===== src/common/bsd_pkg.sv =====
// shared types and constants for the branch and system-control decoder
package bsd_pkg;
  localparam int          DATA_W       = 32;
  localparam int          REG_W        = 4;
  localparam int          DISP_W       = 8;
  // branch targets are relative to the instruction address plus four
  localparam logic [31:0] PC_AHEAD     = 32'h0000_0004;
  // extra cycles paid when fetch and data access share the memory path
  localparam logic [1:0]  CONTEND_WAIT = 2'h1;
  // displacement shift per operand size: x1, x2, x4
  localparam logic [1:0]  SH_BYTE      = 2'h0;
  localparam logic [1:0]  SH_WORD      = 2'h1;
  localparam logic [1:0]  SH_LONG      = 2'h2;
  localparam logic [31:0] ADDR_RESET   = 32'h0000_0000;

  typedef enum logic [3:0] {
    OP_OTHER,
    OP_LOAD,
    OP_STORE,
    OP_BRANCH_IF_FLAG_FALSE,
    OP_BRANCH_IF_FLAG_FALSE_DLY,
    OP_BRANCH_IF_FLAG_TRUE,
    OP_BRANCH_IF_FLAG_TRUE_DLY,
    OP_SUB_RETURN,
    OP_EXCEPTION_RETURN,
    OP_TLB_ENTRY_LOAD,
    OP_CACHE_PREFETCH,
    OP_SLEEP
  } bsd_op_type;

  typedef enum logic [1:0] {SZ_BYTE, SZ_WORD, SZ_LONG} bsd_size_type;

  // predecoded instruction from the fetch unit
  typedef struct packed {
    bsd_op_type          op;
    bsd_size_type        size;
    logic [DISP_W-1:0]   disp;
    logic [REG_W-1:0]    rn;
    logic [REG_W-1:0]    rm;
    logic                uses_rn;
    logic                uses_rm;
    logic [DATA_W-1:0]   pc;
  } bsd_ins_type;

  // instruction handed to the execution and memory units
  typedef struct packed {
    logic                valid;
    bsd_op_type          op;
    logic [REG_W-1:0]    rn;
    logic                reg_we;
    logic [DATA_W-1:0]   disp_scaled;
  } bsd_issue_type;

  typedef struct packed {
    logic                valid;
    logic [DATA_W-1:0]   target;
  } bsd_redirect_type;

  typedef struct packed {
    logic                we;
    logic [DATA_W-1:0]   high;
    logic [DATA_W-1:0]   low;
  } bsd_tlb_type;
endpackage


===== src/rtl/bsd_core.sv =====
// branch and system-control decode and issue sequencer
// What this block does
// (RL1) false-flag branches go only with flag clear, true-flag branches only with it set
// (RL2) subroutine return resumes at the saved return address
// (RL3) exception return ends handling and resumes the interrupted flow
// (RL4) tlb entry load writes page entry high and low into a tlb entry
// (RL5) cache prefetch requests a line and writes no general register
// (RL6) sleep moves the core from normal operation into power-down
// (RL7) listed cycle counts are minimums; waits may stretch execution
// (RL8) fetch and data access contention adds execution cycles
// (RL9) use of a just-loaded register stalls until the load data arrives
// (RL10) displacement scaled by one, two or four by operand size
// (RL11) delayed branches run the following slot instruction before redirecting
`timescale 1ns/1ps
module bsd_core
  import bsd_pkg::*;
(
  // clock and reset
  input  wire logic              clk,
  input  wire logic              srst,
  // instruction from fetch
  input  wire logic              ins_valid,
  input  wire bsd_ins_type       ins,
  output logic                   ins_ready_r,
  // core state
  input  wire logic              t_flag,
  input  wire logic [DATA_W-1:0] ret_addr,
  input  wire logic [DATA_W-1:0] exc_ret_addr,
  input  wire logic [DATA_W-1:0] rn_value,
  input  wire logic [DATA_W-1:0] page_entry_high,
  input  wire logic [DATA_W-1:0] page_entry_low,
  // memory path status
  input  wire logic              fetch_busy,
  input  wire logic              load_done,
  // wake-up from the interrupt controller
  input  wire logic              wake_req,
  // issue to execution
  output bsd_issue_type          iss_r,
  output bsd_redirect_type       redirect_r,
  output logic                   exc_ret_r,
  output bsd_tlb_type            tlb_r,
  output logic                   pf_req_r,
  output logic [DATA_W-1:0]      pf_addr_r,
  output logic                   sleep_r
);
  typedef enum logic [1:0] {ST_RUN, ST_SLOT, ST_SLEEP} bsd_state_type;

  bsd_state_type     state_r;
  bsd_state_type     state_nxt;
  bsd_ins_type       cur_r;
  logic              cur_vld_r;
  logic              cur_vld_nxt;
  logic [DATA_W-1:0] slot_target_r;
  logic              take;
  logic              issue;
  logic              stall;
  logic              br_cond;
  logic              br_taken;
  logic              br_delayed;
  logic [DATA_W-1:0] br_target;
  logic [DATA_W-1:0] disp_scaled;

  bsd_disp_scale u_scale (
    .disp   (cur_r.disp),
    .size   (cur_r.size),
    .scaled (disp_scaled)
  );

  bsd_stall u_stall (
    .clk        (clk),
    .srst       (srst),
    .load_issue (issue && cur_r.op == OP_LOAD),
    .load_dest  (cur_r.rn),
    .load_done  (load_done),
    .cur_vld    (cur_vld_r),
    .cur        (cur_r),
    .issue      (issue),
    .fetch_busy (fetch_busy),
    .stall      (stall)
  );

  // handshake and issue qualifiers
  assign take  = ins_valid && ins_ready_r;
  assign issue = cur_vld_r && !stall && state_r != ST_SLEEP; // RL7

  // flag test and pc-relative target, displacement counted in words
  always_comb
  begin
    br_cond    = 1'b0;
    br_delayed = 1'b0;
    unique case (cur_r.op)
      OP_BRANCH_IF_FLAG_FALSE:     br_cond = !t_flag; // RL1
      OP_BRANCH_IF_FLAG_FALSE_DLY:
      begin
        br_cond    = !t_flag; // RL1
        br_delayed = 1'b1;
      end
      OP_BRANCH_IF_FLAG_TRUE:      br_cond = t_flag; // RL1
      OP_BRANCH_IF_FLAG_TRUE_DLY:
      begin
        br_cond    = t_flag; // RL1
        br_delayed = 1'b1;
      end
      default:                     br_cond = 1'b0;
    endcase
    // a branch sitting in a delay slot is illegal and is not taken
    br_taken  = issue && br_cond && state_r == ST_RUN;
    br_target = cur_r.pc + PC_AHEAD +
                {{(DATA_W-DISP_W-1){cur_r.disp[DISP_W-1]}}, cur_r.disp, 1'b0};
  end

  // sequencing state
  always_comb
  begin
    state_nxt = state_r;
    unique case (state_r)
      ST_RUN:
      begin
        if (br_taken && br_delayed)
          state_nxt = ST_SLOT; // RL11
        else if (issue && cur_r.op == OP_SLEEP)
          state_nxt = ST_SLEEP; // RL6
      end
      ST_SLOT:
      begin
        if (issue)
          state_nxt = ST_RUN; // RL11
      end
      ST_SLEEP:
      begin
        if (wake_req)
          state_nxt = ST_RUN;
      end
    endcase
  end

  always_ff @(posedge clk)
  begin
    if (srst)
      state_r <= ST_RUN;
    else
      state_r <= state_nxt;
  end

  // one-entry holding slot; ready is registered, so at most one
  // instruction every two cycles, which is the minimum listed count
  assign cur_vld_nxt = (cur_vld_r && !issue) || take;

  always_ff @(posedge clk)
  begin
    if (srst)
    begin
      cur_vld_r   <= 1'b0;
      ins_ready_r <= 1'b0;
    end
    else
    begin
      cur_vld_r   <= cur_vld_nxt;
      ins_ready_r <= !cur_vld_nxt && state_nxt != ST_SLEEP; // RL7
    end
  end

  always_ff @(posedge clk)
  begin
    if (srst)
      cur_r <= '0;
    else if (take)
      cur_r <= ins;
  end

  always_ff @(posedge clk)
  begin
    if (srst)
      slot_target_r <= ADDR_RESET;
    else if (br_taken && br_delayed)
      slot_target_r <= br_target; // RL11
  end

  // issue record; prefetch and stores leave the register file alone
  always_ff @(posedge clk)
  begin
    if (srst)
      iss_r <= '0;
    else
    begin
      iss_r.valid       <= issue;
      iss_r.op          <= cur_r.op;
      iss_r.rn          <= cur_r.rn;
      iss_r.reg_we      <= issue && cur_r.op inside {OP_LOAD, OP_OTHER}; // RL5
      iss_r.disp_scaled <= disp_scaled; // RL10
    end
  end

  // control transfer: immediate branches, returns, end of delay slot
  always_ff @(posedge clk)
  begin
    if (srst)
    begin
      redirect_r <= '0;
      exc_ret_r  <= 1'b0;
    end
    else
    begin
      redirect_r.valid <= 1'b0;
      exc_ret_r        <= 1'b0;
      if (state_r == ST_SLOT && issue)
      begin
        redirect_r.valid  <= 1'b1; // RL11
        redirect_r.target <= slot_target_r;
      end
      else if (br_taken && !br_delayed)
      begin
        redirect_r.valid  <= 1'b1; // RL1
        redirect_r.target <= br_target;
      end
      else if (issue && state_r == ST_RUN && cur_r.op == OP_SUB_RETURN)
      begin
        redirect_r.valid  <= 1'b1; // RL2
        redirect_r.target <= ret_addr;
      end
      else if (issue && state_r == ST_RUN && cur_r.op == OP_EXCEPTION_RETURN)
      begin
        redirect_r.valid  <= 1'b1; // RL3
        redirect_r.target <= exc_ret_addr;
        exc_ret_r         <= 1'b1;
      end
    end
  end

  // tlb entry write from the page entry registers
  always_ff @(posedge clk)
  begin
    if (srst)
      tlb_r <= '0;
    else
    begin
      tlb_r.we <= issue && cur_r.op == OP_TLB_ENTRY_LOAD; // RL4
      if (issue && cur_r.op == OP_TLB_ENTRY_LOAD)
      begin
        tlb_r.high <= page_entry_high; // RL4
        tlb_r.low  <= page_entry_low;
      end
    end
  end

  // prefetch request carries only an address, no register write back
  always_ff @(posedge clk)
  begin
    if (srst)
    begin
      pf_req_r  <= 1'b0;
      pf_addr_r <= ADDR_RESET;
    end
    else
    begin
      pf_req_r <= issue && cur_r.op == OP_CACHE_PREFETCH; // RL5
      if (issue && cur_r.op == OP_CACHE_PREFETCH)
        pf_addr_r <= rn_value;
    end
  end

  // power-down level follows the sequencer
  always_ff @(posedge clk)
  begin
    if (srst)
      sleep_r <= 1'b0;
    else
      sleep_r <= state_nxt == ST_SLEEP; // RL6
  end

  bf_taken_a: assert property (@(posedge clk) disable iff (srst) // RL1
    issue && state_r == ST_RUN && cur_r.op == OP_BRANCH_IF_FLAG_FALSE && !t_flag
    |=> redirect_r.valid && redirect_r.target == $past(br_target))
    else $error("false-flag branch not taken with flag clear");
  bt_hold_a: assert property (@(posedge clk) disable iff (srst) // RL1
    issue && state_r == ST_RUN && cur_r.op == OP_BRANCH_IF_FLAG_TRUE && !t_flag
    |=> !redirect_r.valid)
    else $error("true-flag branch taken with flag clear");
  sub_return_a: assert property (@(posedge clk) disable iff (srst) // RL2
    issue && state_r == ST_RUN && cur_r.op == OP_SUB_RETURN
    |=> redirect_r.valid && redirect_r.target == $past(ret_addr))
    else $error("return did not resume at saved address");
  exc_return_a: assert property (@(posedge clk) disable iff (srst) // RL3
    issue && state_r == ST_RUN && cur_r.op == OP_EXCEPTION_RETURN
    |=> exc_ret_r && redirect_r.target == $past(exc_ret_addr))
    else $error("exception return did not resume flow");
  tlb_write_a: assert property (@(posedge clk) disable iff (srst) // RL4
    issue && cur_r.op == OP_TLB_ENTRY_LOAD
    |=> tlb_r.we && tlb_r.high == $past(page_entry_high)
        && tlb_r.low == $past(page_entry_low))
    else $error("tlb entry not written from page entry registers");
  pf_no_wb_a: assert property (@(posedge clk) disable iff (srst) // RL5
    issue && cur_r.op == OP_CACHE_PREFETCH |=> pf_req_r && !iss_r.reg_we)
    else $error("prefetch missing or wrote a register");
  sleep_enter_a: assert property (@(posedge clk) disable iff (srst) // RL6
    issue && state_r == ST_RUN && cur_r.op == OP_SLEEP && !wake_req
    |=> sleep_r && !ins_ready_r)
    else $error("sleep did not enter power-down");
  min_cycles_a: assert property (@(posedge clk) disable iff (srst) // RL7
    take |=> !ins_ready_r)
    else $error("instruction accepted faster than minimum");
  stall_hold_a: assert property (@(posedge clk) disable iff (srst) // RL9
    cur_vld_r && stall |=> cur_vld_r && !iss_r.valid)
    else $error("stalled instruction issued");
  disp_long_a: assert property (@(posedge clk) disable iff (srst) // RL10
    issue && cur_r.size == SZ_LONG |=> iss_r.disp_scaled == {22'h0, $past(cur_r.disp), 2'h0})
    else $error("long displacement not scaled by four");
  slot_order_a: assert property (@(posedge clk) disable iff (srst) // RL11
    br_taken && br_delayed |=> !redirect_r.valid && state_r == ST_SLOT)
    else $error("delayed branch redirected before its slot");

  bf_taken_c: cover property (@(posedge clk) disable iff (srst)
    br_taken && !br_delayed);
  slot_run_c: cover property (@(posedge clk) disable iff (srst)
    state_r == ST_SLOT && issue);
  sleep_wake_c: cover property (@(posedge clk) disable iff (srst)
    state_r == ST_SLEEP && wake_req);
  load_stall_c: cover property (@(posedge clk) disable iff (srst)
    cur_vld_r && stall);
endmodule


===== src/rtl/bsd_disp_scale.sv =====
// displacement scaling by operand size
`timescale 1ns/1ps
module bsd_disp_scale
  import bsd_pkg::*;
(
  // encoded field and operand size
  input  wire logic [DISP_W-1:0] disp,
  input  wire bsd_size_type      size,
  // scaled, zero-extended displacement
  output logic [DATA_W-1:0]      scaled
);
  logic [1:0] sh;

  // byte x1, word x2, long x4
  always_comb
  begin
    unique case (size)
      SZ_BYTE: sh = SH_BYTE;
      SZ_WORD: sh = SH_WORD;
      SZ_LONG: sh = SH_LONG;
      default: sh = SH_BYTE; // encoding 3 is unused
    endcase
    scaled = {{(DATA_W-DISP_W){1'b0}}, disp} << sh; // RL10
  end
endmodule


===== src/rtl/bsd_stall.sv =====
// load-use and fetch-contention stall logic
`timescale 1ns/1ps
module bsd_stall
  import bsd_pkg::*;
(
  // clock and reset
  input  wire logic             clk,
  input  wire logic             srst,
  // load tracking
  input  wire logic             load_issue,
  input  wire logic [REG_W-1:0] load_dest,
  input  wire logic             load_done,
  // waiting instruction
  input  wire logic             cur_vld,
  input  wire bsd_ins_type      cur,
  input  wire logic             issue,
  // memory path
  input  wire logic             fetch_busy,
  // result
  output logic                  stall
);
  logic             pend_r;
  logic [REG_W-1:0] pend_dest_r;
  logic [1:0]       wait_r;
  logic             use_hit;
  logic             cur_mem;
  logic             contend;

  // a new load wins over the completion of the previous one
  always_ff @(posedge clk)
  begin
    if (srst)
      pend_r <= 1'b0;
    else if (load_issue)
      pend_r <= 1'b1;
    else if (load_done)
      pend_r <= 1'b0;
  end

  always_ff @(posedge clk)
  begin
    if (srst)
      pend_dest_r <= '0;
    else if (load_issue)
      pend_dest_r <= load_dest;
  end

  // contention wait counter, cleared once the instruction leaves
  always_ff @(posedge clk)
  begin
    if (srst || issue)
      wait_r <= '0;
    else if (contend)
      wait_r <= wait_r + 2'h1;
  end

  assign use_hit = pend_r && !load_done &&
                   ((cur.uses_rn && cur.rn == pend_dest_r) ||
                    (cur.uses_rm && cur.rm == pend_dest_r)); // RL9
  assign cur_mem = cur.op inside {OP_LOAD, OP_STORE, OP_CACHE_PREFETCH};
  assign contend = cur_vld && cur_mem && fetch_busy && wait_r != CONTEND_WAIT; // RL8
  assign stall   = use_hit || contend;

  load_use_a: assert property (@(posedge clk) disable iff (srst) // RL9
    cur_vld && pend_r && !load_done && cur.uses_rn && cur.rn == pend_dest_r |-> stall)
    else $error("dependent instruction not held behind load");
  contend_a: assert property (@(posedge clk) disable iff (srst) // RL8
    cur_vld && cur_mem && fetch_busy && wait_r == 2'h0 |-> stall)
    else $error("no extra cycle on fetch contention");
endmodule


===== config.mk =====
export PLATFORM = sky130hd
export DESIGN_NAME = bsd_core
export DESIGN_NICKNAME = d
export VERILOG_FILES = /design/src/common/bsd_pkg.sv /design/src/rtl/bsd_core.sv /design/src/rtl/bsd_disp_scale.sv /design/src/rtl/bsd_stall.sv
export SDC_FILE = /design/constraint.sdc
export NUM_CORES = 1
export LEC_CHECK = 0
export ABC_AREA = 1
export BUFFER_PORTS_ARGS = -buffer_cell sky130_fd_sc_hd__buf_2
export CORE_ASPECT_RATIO = 1.5
export CORE_MARGIN = 4
export CORE_UTILIZATION = 52
export DETAILED_ROUTE_END_ITERATION = 10
export PLACE_DENSITY = 0.81
export SYNTH_ARGS = -nofsm -noshare
export SYNTH_HDL_FRONTEND = slang
export SYNTH_SLANG_ARGS = --single-unit
export TNS_END_PERCENT = 30

===== constraint.sdc =====
create_clock -name clk -period 3.4 [get_ports clk]
set_input_delay 0.68 -clock clk [delete_from_list [all_inputs] [get_ports clk]]
set_output_delay 0.68 -clock clk [all_outputs]
set_load 0.02 [all_outputs]

Word level (Yosys, flattened, before mapping)
Index checks and enable logic that the tools add are counted.
{"block": "totals", "input_bits": 223, "mem_count": 0, "romBits": 0, "latch_bits": 0, "wordCells": 114, "ramBits": 0, "out_inout_bits": 176, "reg_bits": 274}
{"block": "classes", "n_lt_le_gt_ge": 0, "n_addsub": 3, "n_shift": 1, "bitwise_logic": 0, "n_eq_ne": 21, "mux": 15, "reduce_logical": 45, "div": 0, "n_mul": 0}
{"operator": "33-bit 2-to-1 mux", "n": 4}
{"operator": "32-bit by 3-bit adder with 32-bit output, second input constant", "n": 1}
{"operator": "32-bit adder", "n": 1}
{"operator": "8-bit by 2-bit << shifter with 32-bit output", "n": 1}
{"operator": "1-bit logical AND", "n": 25}
{"operator": "4-bit by 3-bit == test with 1-bit output, second input constant", "n": 4}
{"operator": "4-bit == test, second input constant", "n": 4}
{"operator": "4-bit by 2-bit == test with 1-bit output, second input constant", "n": 2}
{"operator": "4-bit == test", "n": 2}
{"operator": "2-bit 2-to-1 mux", "n": 4}
{"operator": "2-bit == test, second input constant", "n": 3}
{"operator": "1-bit zero test", "n": 6}
{"operator": "2-bit one-hot mux with 3 select lines", "n": 1}
{"operator": "2-bit OR reduction", "n": 3}
{"operator": "2-bit by 1-bit == test with 1-bit output, second input constant", "n": 2}
{"operator": "4-bit by 1-bit == test with 1-bit output, second input constant", "n": 1}
{"operator": "4-bit zero test", "n": 1}
{"operator": "1-bit logical OR", "n": 4}
{"operator": "1-bit 2-to-1 mux", "n": 4}
{"operator": "2-bit inequality test, second input constant", "n": 2}
{"operator": "2-bit one-hot mux with 2 select lines", "n": 1}
{"operator": "2-bit nonzero test", "n": 2}
{"operator": "4-bit nonzero test", "n": 1}
{"operator": "4-bit OR reduction", "n": 1}
{"operator": "5 further kinds", "n": 5}

Depth between registers and ports, before layout
Gate-level depths: netlist of the first run.
{"block": "logic_depth", "ltp_word": 16, "depth_mapped": 20, "ltp_nobuf": 20}

Modules after synthesis
A second synthesis of the first run with hierarchy kept.
{"block": "hier_totals", "cells_unflattened": 1998, "area_unflattened_um2": 13615.6}
{"mod": "bsd_core", "cells_per_inst": 1844, "instances": 1, "seq_area_each_um2": 5345.1, "area_each_um2": 12694.7}
{"mod": "bsd_stall", "cells_per_inst": 79, "instances": 1, "seq_area_each_um2": 140.1, "area_each_um2": 461.7}
{"mod": "bsd_disp_scale", "cells_per_inst": 75, "instances": 1, "seq_area_each_um2": 0.0, "area_each_um2": 459.2}

Worst setup path after synthesis of the first run
OpenSTA, ideal clock, no wires.
{"block": "synth_path", "path_kind": "reg-to-reg", "from": "reg cur_r[49] in the netlist's numbering", "to": "reg redirect_r[29] in the netlist's numbering", "setup_slack_ns": 0.679, "synth_period_minus_slack_ns": 2.721, "setup_time_ns": 0.115, "n_path_buf": 0, "stages_incl_launch_ff": 14, "required_ns": 3.285, "t_arrival_ns": 2.606, "path_cell_list": "dfxtp_1 -> ha_1 -> ha_1 -> nand2_1 -> nor2_1 -> inv_1 -> nor2_1 -> nand3_1 -> or2_2 -> nand2_1 -> xor2_1 -> nor2_1 -> nor2_1 -> nor2_1"}
{"block": "synth_via", "elab_chain_cells": 3}
{"element": "from (decl)", "line_no": "bsd_core.sv:50", "source": "bsd_ins_type cur_r;"}
{"element": "from (signal assigned)", "line_no": "bsd_core.sv:168", "source": "cur_r <= ins;"}
{"element": "32-bit adder", "line_no": "bsd_core.sv:108", "source": "br_target = cur_r.pc + PC_AHEAD +"}
{"element": "33-bit 2-to-1 mux", "line_no": "bsd_core.sv:211", "source": "else if (br_taken && !br_delayed)"}
{"element": "33-bit 2-to-1 mux", "line_no": "bsd_core.sv:206", "source": "if (state_r == ST_SLOT && issue)"}
{"element": "to (decl)", "line_no": "bsd_core.sv:39", "source": "output bsd_redirect_type redirect_r,"}
No other way between the ends.
A chain may end at the register's enable or synchronous reset.

Worst setup path in the final report of the first run
{"block": "layout_path", "from": "reg cur_r[49] in the netlist's numbering", "to": "reg redirect_r[14] in the netlist's numbering"}
The elaborated chain is that of the path after synthesis.

==> summary.md, run 1 <==
The number of synthesized register bits came out at 253. Entering global routing, the biggest net connects 113 pins. The logs give 0 for the count of warnings emitted by yosys and 0.999 for the routability congestion estimate from global placement.

Data on the critical path is required at its endpoint by 3.82 ns. Starting density of the core: 0.528. The critical path contains buffers and inverters numbering 2 combined.

Port buffering added 377 buffers. On the critical path, the stage with the largest delay is an instance of ha_1. Setup violations remaining at the end of the flow were counted as 0. The number of antenna violations at the first check in global routing was 3; the met1 layer usage reported by global route was 0.332. The tools report the number of pins exceeding their max-slew limit in the final report as 0. The number of cells on the critical path came out at 12. The number of global-route vias before repair was 12,144. The most crowded layer after global routing was met2. In this run the worst path has a maximum fanout of 24. The area inside the core boundary is 0.0237 mm2, and the maximum achievable frequency is 336 MHz.

The tools report the routed wire length as 42,000 um. The logs give 3 for the buffer depth of the longest clock path and 2,395 for the number of nets in the layout. The run finished with clean final reports. The type of the setup path with the least slack is register to register. The sort of element at the end of the critical path was a register. Total negative setup slack: 0 ns. The tool flagged a number of max-cap violations equal to 0. For the final database, setup skew stands at 0.0162 ns. Relative to the synthesized area, the layout overhead comes to 22.4%. The logs give 0.53 ns for the clock latency on the worst-skew pair and 0.0125 mm2 for the mapped cell area.

The final hold violation count was 0; the final-layout fill cell count was 2,117. Broken down by cell family, the worst path's largest delay share belongs to simple AND/OR/NAND/NOR gates. The average vias per placed instance works out to 5.23. TritonCTS built the clock tree. By area the synthesized netlist is led by dfxtp_1, o21ai_0, nand2_1. The startpoint identified for the worst register-to-register timing path is cur_r[49]$_SDFFE_PP0P_. The run gives 0.449 as the share of total power in sequential cells. For this run, the leading register cell type out of synthesis is dfxtp_1.

Worst-case headroom to the max-slew limit: 0.583. Tracing the worst setup path back leads to its startpoint at cur_r[49]$_SDFFE_PP0P_. The net switching power of the design is 1.88 mW, and the number of flops mapped to enable cells by yosys is 0. The clock share of power is 0.409.

Final hold analysis gives a worst-case slack of 0.406 ns. The critical path goes through buf_4 > ha_1 > ha_1 > nand2_1 > inv_1 > a21oi_1 > nand3_1 > xor2_1 > a21oi_1 > nand3_1 > nor2_1 > nor2_1. Internal power comes to 5.08 mW. For this block, the initial DRC count from the detailed router was 632. The share of post-route cells with drive strength above 1 is 0.221, and the combinational cell fraction of total power is 0.142. After clock tree synthesis, the setup repair step added 0 buffers. The library cell with the highest instance count after synthesis is nand2_1. Setup repair after global routing left no endpoint under its margin.

The share of synthesized area occupied by flip-flops and latches came out at 0.404. The cell at the root of the clock tree was clkbuf_16. The tools report the post-synthesis instance total as 1,773. Dividing total power by cell area gives a power density of 453 mW/mm2.

The die is 198 um tall. At the worst endpoint, the arrival time is 3.40 ns. The tools report the category of the worst setup path launch point as a register. Number of cells on the worst hold path: 3. Via count of the routed design: 12,809.

The share of the cycle needed by the critical path after routing came out at 0.876. The startpoint identified for the worst hold timing path is ins[4]. The fraction of synthesized cell area taken by the top area cell type is 0.404, and the slack of the worst reg-to-reg path is 0.42 ns. The cell type with the largest total area after synthesis is dfxtp_1. 399 I/O pins were placed. For the pin with the worst max-slew slack, the measured transition is 0.625 ns. Number of search-and-repair iterations in the first detailed-routing pass: 5. In this run the core area contains 69 standard-cell rows. The switching share of total power is 0.270, and the post-cts resize count is 0. Path depth of the worst reg2reg path: 12.

Clock tree synthesis found a total of 253 sinks. Summed over all cells, the static leakage comes to 7.65 nW. For the half-perimeter wire length after placement, the log shows 32,300 um.

The die is 135 um wide. The met2 global-route usage was 0.541; the number of DRC violations after detailed routing was 0. The tools report the number of H-tree levels as 1. The die covers 0.0267 mm2. In this run the remaining antenna-violating nets after routing total 0. Hold repair after CTS inserted 0 buffers. The tightest min-delay check is of the input port to register type.

The commonest cells after synthesis are nand2_1, nor2_1, dfxtp_1. After clock tree synthesis, the clock-pin slew on the worst setup and hold paths is 0.07 ns. For the overall routing resource usage, the log shows 0.298.

The mean routed wirelength per cell is 17.1 um. The number of library cell types mapped by synthesis was 45. IR analysis of the VDD net gives a maximum drop of 0.000424 V. The proportion of synthesized flip-flops having asynchronous set or reset was 0; the final critical path time including I/O delays and setup was 2.98 ns.

Fraction of met3 tracks used by global routing: 0.0475. Global route total overflow: 0. The number of CTS-inserted buffers came out at 25.

The first global-routing pass estimated 63,600 um of wire. The delay of the slowest critical-path stage is 0.36 ns, and the average footprint of a synthesized cell is 7.07 um2.
worst min-delay path: stages:
cell and delay, ns:
buf_2 0.07, o21ai_0 0.07, nor2_1 0.07
cells in the final DEF, fill, tap and decap left out, drive strengths merged, types with 2 or more instances in the layout:
| master | Yosys | layout |
|---|---|---|
| clkinv | 0 | 6 |
| or2 | 12 | 12 |
| diode | 0 | 5 |
| and3 | 3 | 3 |
| xor2 | 18 | 18 |
| o21bai | 17 | 17 |
| nand3b | 3 | 3 |
| nor4 | 2 | 2 |
| inv | 227 | 228 |
| clkinvlp | 0 | 2 |
| nand2 | 267 | 267 |
| conb | 1 | 22 |
| nor3 | 9 | 9 |
| a21oi | 184 | 184 |
| bufinv | 0 | 3 |
| and2 | 2 | 2 |
| o32ai | 2 | 2 |
| clkbuf | 58 | 33 |
| xnor2 | 5 | 5 |
| buf | 48 | 393 |
| o22ai | 5 | 5 |
| ha | 63 | 63 |
| nand4 | 20 | 20 |
| nand3 | 69 | 69 |
| o21ai | 234 | 234 |
| nor2 | 258 | 258 |
| dfxtp | 253 | 253 |
| a31oi | 9 | 9 |
flip-flops by register name, indices dropped and copies added, names as in the netlist:
register and flops:
sleep_r 1, slot_target_r 32, tlb_r 65, ins_ready_r 1
iss_r 21, u_stall.wait_r 2, u_stall.pend_r 1, cur_r 56
state_r 2, exc_ret_r 1, cur_vld_r 1, redirect_r 33
pf_addr_r 32, u_stall.pend_dest_r 4, pf_req_r 1
power groups by stage:
stage	Clock (mW)	Combinational (mW)	Sequential [mW]
4_1_cts	2.88	0.981	3.12
5_1_grt	3.00	1.09	3.13
3_3_place_gp	0	0.955	3.18
6_report	2.85	0.987	3.12
2_1_floorplan	0	0.566	3.23
3_5_place_dp	0	0.969	3.19
worst paths after layout:
kind                                      end
setup reg to reg  redirect_r[14]$_SDFFE_PP0P_
hold reg to reg    pf_addr_r[28]$_SDFFE_PP0P_
setup / recovery  redirect_r[14]$_SDFFE_PP0P_
hold / removal          cur_r[4]$_SDFFE_PP0P_
kinds of logic after synthesis:
logic type	count (synthesis)	synth area share
flops	253	0.404
simple gates	645	0.214
fa+ha+maj	64	0.0644
xor+xnor	23	0.0161
buf+inv	333	0.113
compound gates	454	0.189
other cells	1	0.000299
area by class of cell:
type                    count  area [um2]  area share
flip-flops and latches    253        5060       0.330
repair buffers            393        2030       0.132
well taps                 319         399      0.0260
diodes                      5        12.5    0.000815
clock inverters            12         148     0.00962
multi-input cells        1208        6150       0.400
inverters                 227         855      0.0557
clock buffers              33         696      0.0453
per-stage QoR:
stage	power (mW)	cell area (um2)	util	setup slack, ns	std cells
3_3_place_gp	4.14	14500	0.611	0.466	2400
5_1_grt	7.22	15300	0.646	0.265	2447
4_1_cts	6.98	15300	0.646	0.516	2445
2_1_floorplan	3.79	12600	-	0.679	1794
6_report	6.96	15400	0.647	0.422	2450
3_5_place_dp	4.16	14500	0.611	0.525	2400
metal layers:
| metal | vias up | part of all wire | routed length (um) |
|---|---|---|---|
| met1 | 5837 | 0.37 | 15500 |
| met3 | 122 | 0.066 | 2780 |
| met4 | 0 | 0.055 | 2310 |
| met5 | - | 0 | 0 |
| li1 | 6367 | - | - |
| met2 | 483 | 0.51 | 21400 |
Power figures use the tool's default switching activity.
==> inputs of run 2 (changes only) <==
--- a/config.mk
+++ b/config.mk
@@ -11,7 +11,9 @@
 export CORE_MARGIN = 4
 export CORE_UTILIZATION = 52
 export DETAILED_ROUTE_END_ITERATION = 10
+export HOLD_SLACK_MARGIN = 0.15
 export PLACE_DENSITY = 0.81
+export RECOVER_POWER = 25
 export SYNTH_ARGS = -nofsm -noshare
 export SYNTH_HDL_FRONTEND = slang
 export SYNTH_SLANG_ARGS = --single-unit
==> summary.md, run 2 (synthesis results as in run 1) <==
TritonCTS built the clock tree. In this run the worst path has a maximum fanout of 24. The critical path is of the register to register type. The via count of the routed design is 12,918. The smallest clock period supported by the final layout is computed as 2.96 ns. The sort of element at the end of the critical path is a register. For this design the ratio of total power to cell area is 454 mW/mm2. In this run the critical register-to-register path is launched from cur_r[49]$_SDFFE_PP0P_. For this run, the post-layout net count is 2,395.

The number of H-tree levels came out at 1. The wire length of the first global-routing pass was 63,600 um; the number of antenna violations at the first check in global routing was 3. In the final layout, the registers with the most flip-flops are tlb_r x65, cur_r x56, redirect_r x33. Summed over all layers, the routed wires come to 42,000 um. The pin count of the biggest net entering global routing was 113; the growth of design area from synthesis to finish was 22.0%. The required time of the critical path is 3.82 ns, and the routability congestion estimate from global placement is 0.999. The share of the cycle needed by the critical path after routing works out to 0.871. The tools report the post-CTS setup buffer count as 0. At the worst endpoint, the arrival time is 3.38 ns.

The floorplan step set the die height to 198 um. The register with the most flip-flops in the layout has 65 of them. Leaving out filler cells and counting taps, the final layout contains 2,450. In this run the tool buffered the top-level ports with 377 buffer cells. The core region is 0.0237 mm2. Dividing the detail-routed wire length by the instance count gives 17.2 um. The number of pins exceeding their max-slew limit in the final report is 26. Before CTS, the worst setup slack after placement is 0.525 ns.

Along the worst hold path, the cell count comes to 3. For this design, the sink count on the clock tree is 253. The clock-pin slew on the worst setup and hold paths was 0.07 ns. The share of post-route cells with drive strength above 1 was 0.209. The max-cap violation count is 1. The checks that failed: capacitance limit, slew limit.

The die is 135 um wide. Counting cells, the worst reg-to-reg path comes to 12. The endpoint identified for the worst register-to-register timing path is redirect_r[14]$_SDFFE_PP0P_. The tools report the category of the worst setup path launch point as a register. The tools report the start point of the worst hold path as ins[23]. The tools report the worst-case headroom to the max-slew limit as -0.0518. The number of CTS-inserted buffers was 25. The design draws 6.95 mW.

Setup violations remaining at the end of the flow were counted as 0. The average vias per placed instance is 5.27. The total overflow left after global routing is 0.

The overall routing resource usage was 0.298; the maximum achievable frequency was 338 MHz. Setup repair after global routing left no endpoint under its margin. The end of the worst hold path was cur_r[23]$_SDFFE_PP0P_.

The slew at the pin with the worst max-slew slack works out to 1.58 ns. Utilization after layout: 0.644. The number of gates resized after CTS was 0. For the final antenna-violating net count, the log shows 0. In the layout the commonest cells are buf_2, nand2_1, nor2_1. Clock latency on the worst-skew pair, taken at its later pin, is 0.53 ns. For the final hold violation count, the log shows 0. Starting density of the core: 0.528. The floorplan has 69 rows. The commonest non-fill, non-tap cell in the layout is buf_2. The tools report the number of DRC violations after detailed routing as 0.

More flip-flops sit in one register than any other, and that register is tlb_r. Clock skew on the completed layout was measured at 0.0153 ns. The half-perimeter wire length after placement is 32,300 um, and the setup slack of the critical path after layout is 0.439 ns. The flow ran to the end, but the final reports show violations. The number of global-route vias before repair came out at 12,144. Buffers inserted to repair hold after CTS numbered 0. The clock passes through at most 3 buffers.

The setup check on the worst reg-to-reg path leaves a slack of 0.44 ns. In this run the count of I/O pins placed on the die edge is 399. The type of the worst min-delay path is input port to register. After the first detailed-routing iteration, the DRC count stood at 621. The tools report the leakage power figure as 7.54 nW. Worst IR drop on VDD: 0.000424 V. The run gives 2,400 as the instance count after placement with tap cells included. The overall die area was 0.0267 mm2; the total negative setup slack was 0 ns. CTS placed an instance of clkbuf_16 at the clock tree root. Startpoint of the worst setup timing path: cur_r[49]$_SDFFE_PP0P_. The first detailed-routing pass ran for 6 iterations.
[run 2: changes by cell type in the layout (fill, tap and decap cells not counted), sizes merged]
cell	previous run	this run
buf	393	365
clkbuf	33	61
clkinvlp	2	3
inv	228	227
[run 2: metrics by stage]
| stage | cell area (um2) | hold WS, ns |
|---|---|---|
| floorplan | 12600 | 0.430 |
| global placement | 14500 | 0.428 |
| detailed placement | 14500 | 0.434 |
| CTS | 15300 | 0.393 |
| global route | 15300 | 0.421 |
| finish | 15300 | 0.406 |
[run 2: cell type report]
class / instances / area (um2)
fill: 2139 / 8440
clock buffer: 33 / 696
antenna: 5 / 12.5
inverter: 227 / 853
tap: 319 / 399
clock inverter: 12 / 148
sequential: 253 / 5060
multi-input combinational: 1208 / 6150
timing repair buffer: 393 / 1980
[run 2: worst max-delay path, cell delays in order (launching register included)]
cell and delay (ns):
dfxtp_1 0.34, buf_4 0.31, ha_1 0.30, ha_1 0.35, nand2_1 0.15, inv_1 0.07, a21oi_1 0.25, nand3_1 0.28
xor2_1 0.27, a21oi_1 0.25, nand3_1 0.10, nor2_1 0.12, nor2_1 0.06
[run 2: metal layers]
layer | vias up | global-route usage | share of wire | wire length [um]
li1 | 6360 | - | - | -
met1 | 5932 | 0.332 | 0.37 | 15400
met2 | 513 | 0.541 | 0.51 | 21500
met3 | 113 | 0.0475 | 0.069 | 2900
met4 | 0 | 0.158 | 0.053 | 2230
met5 | - | 0 | 0 | 0
[run 2: how the worst max path moves through the flow]
stage / endpoint / slack (ns)
floorplan: redirect_r[29]$_SDFFE_PP0P_ / 0.68
global placement: redirect_r[22]$_SDFFE_PP0P_ / 0.47
detailed placement: redirect_r[29]$_SDFFE_PP0P_ / 0.52
CTS: redirect_r[14]$_SDFFE_PP0P_ / 0.52
global route: tlb_r[31]$_SDFFE_PP0P_ / 0.24
finish: redirect_r[14]$_SDFFE_PP0P_ / 0.44
[run 2: where the power goes]
group | switching (mW) | internal [mW] | total, mW
sequential | 0.0605 | 3.06 | 3.12
combinational | 0.637 | 0.343 | 0.980
clock | 1.18 | 1.67 | 2.85
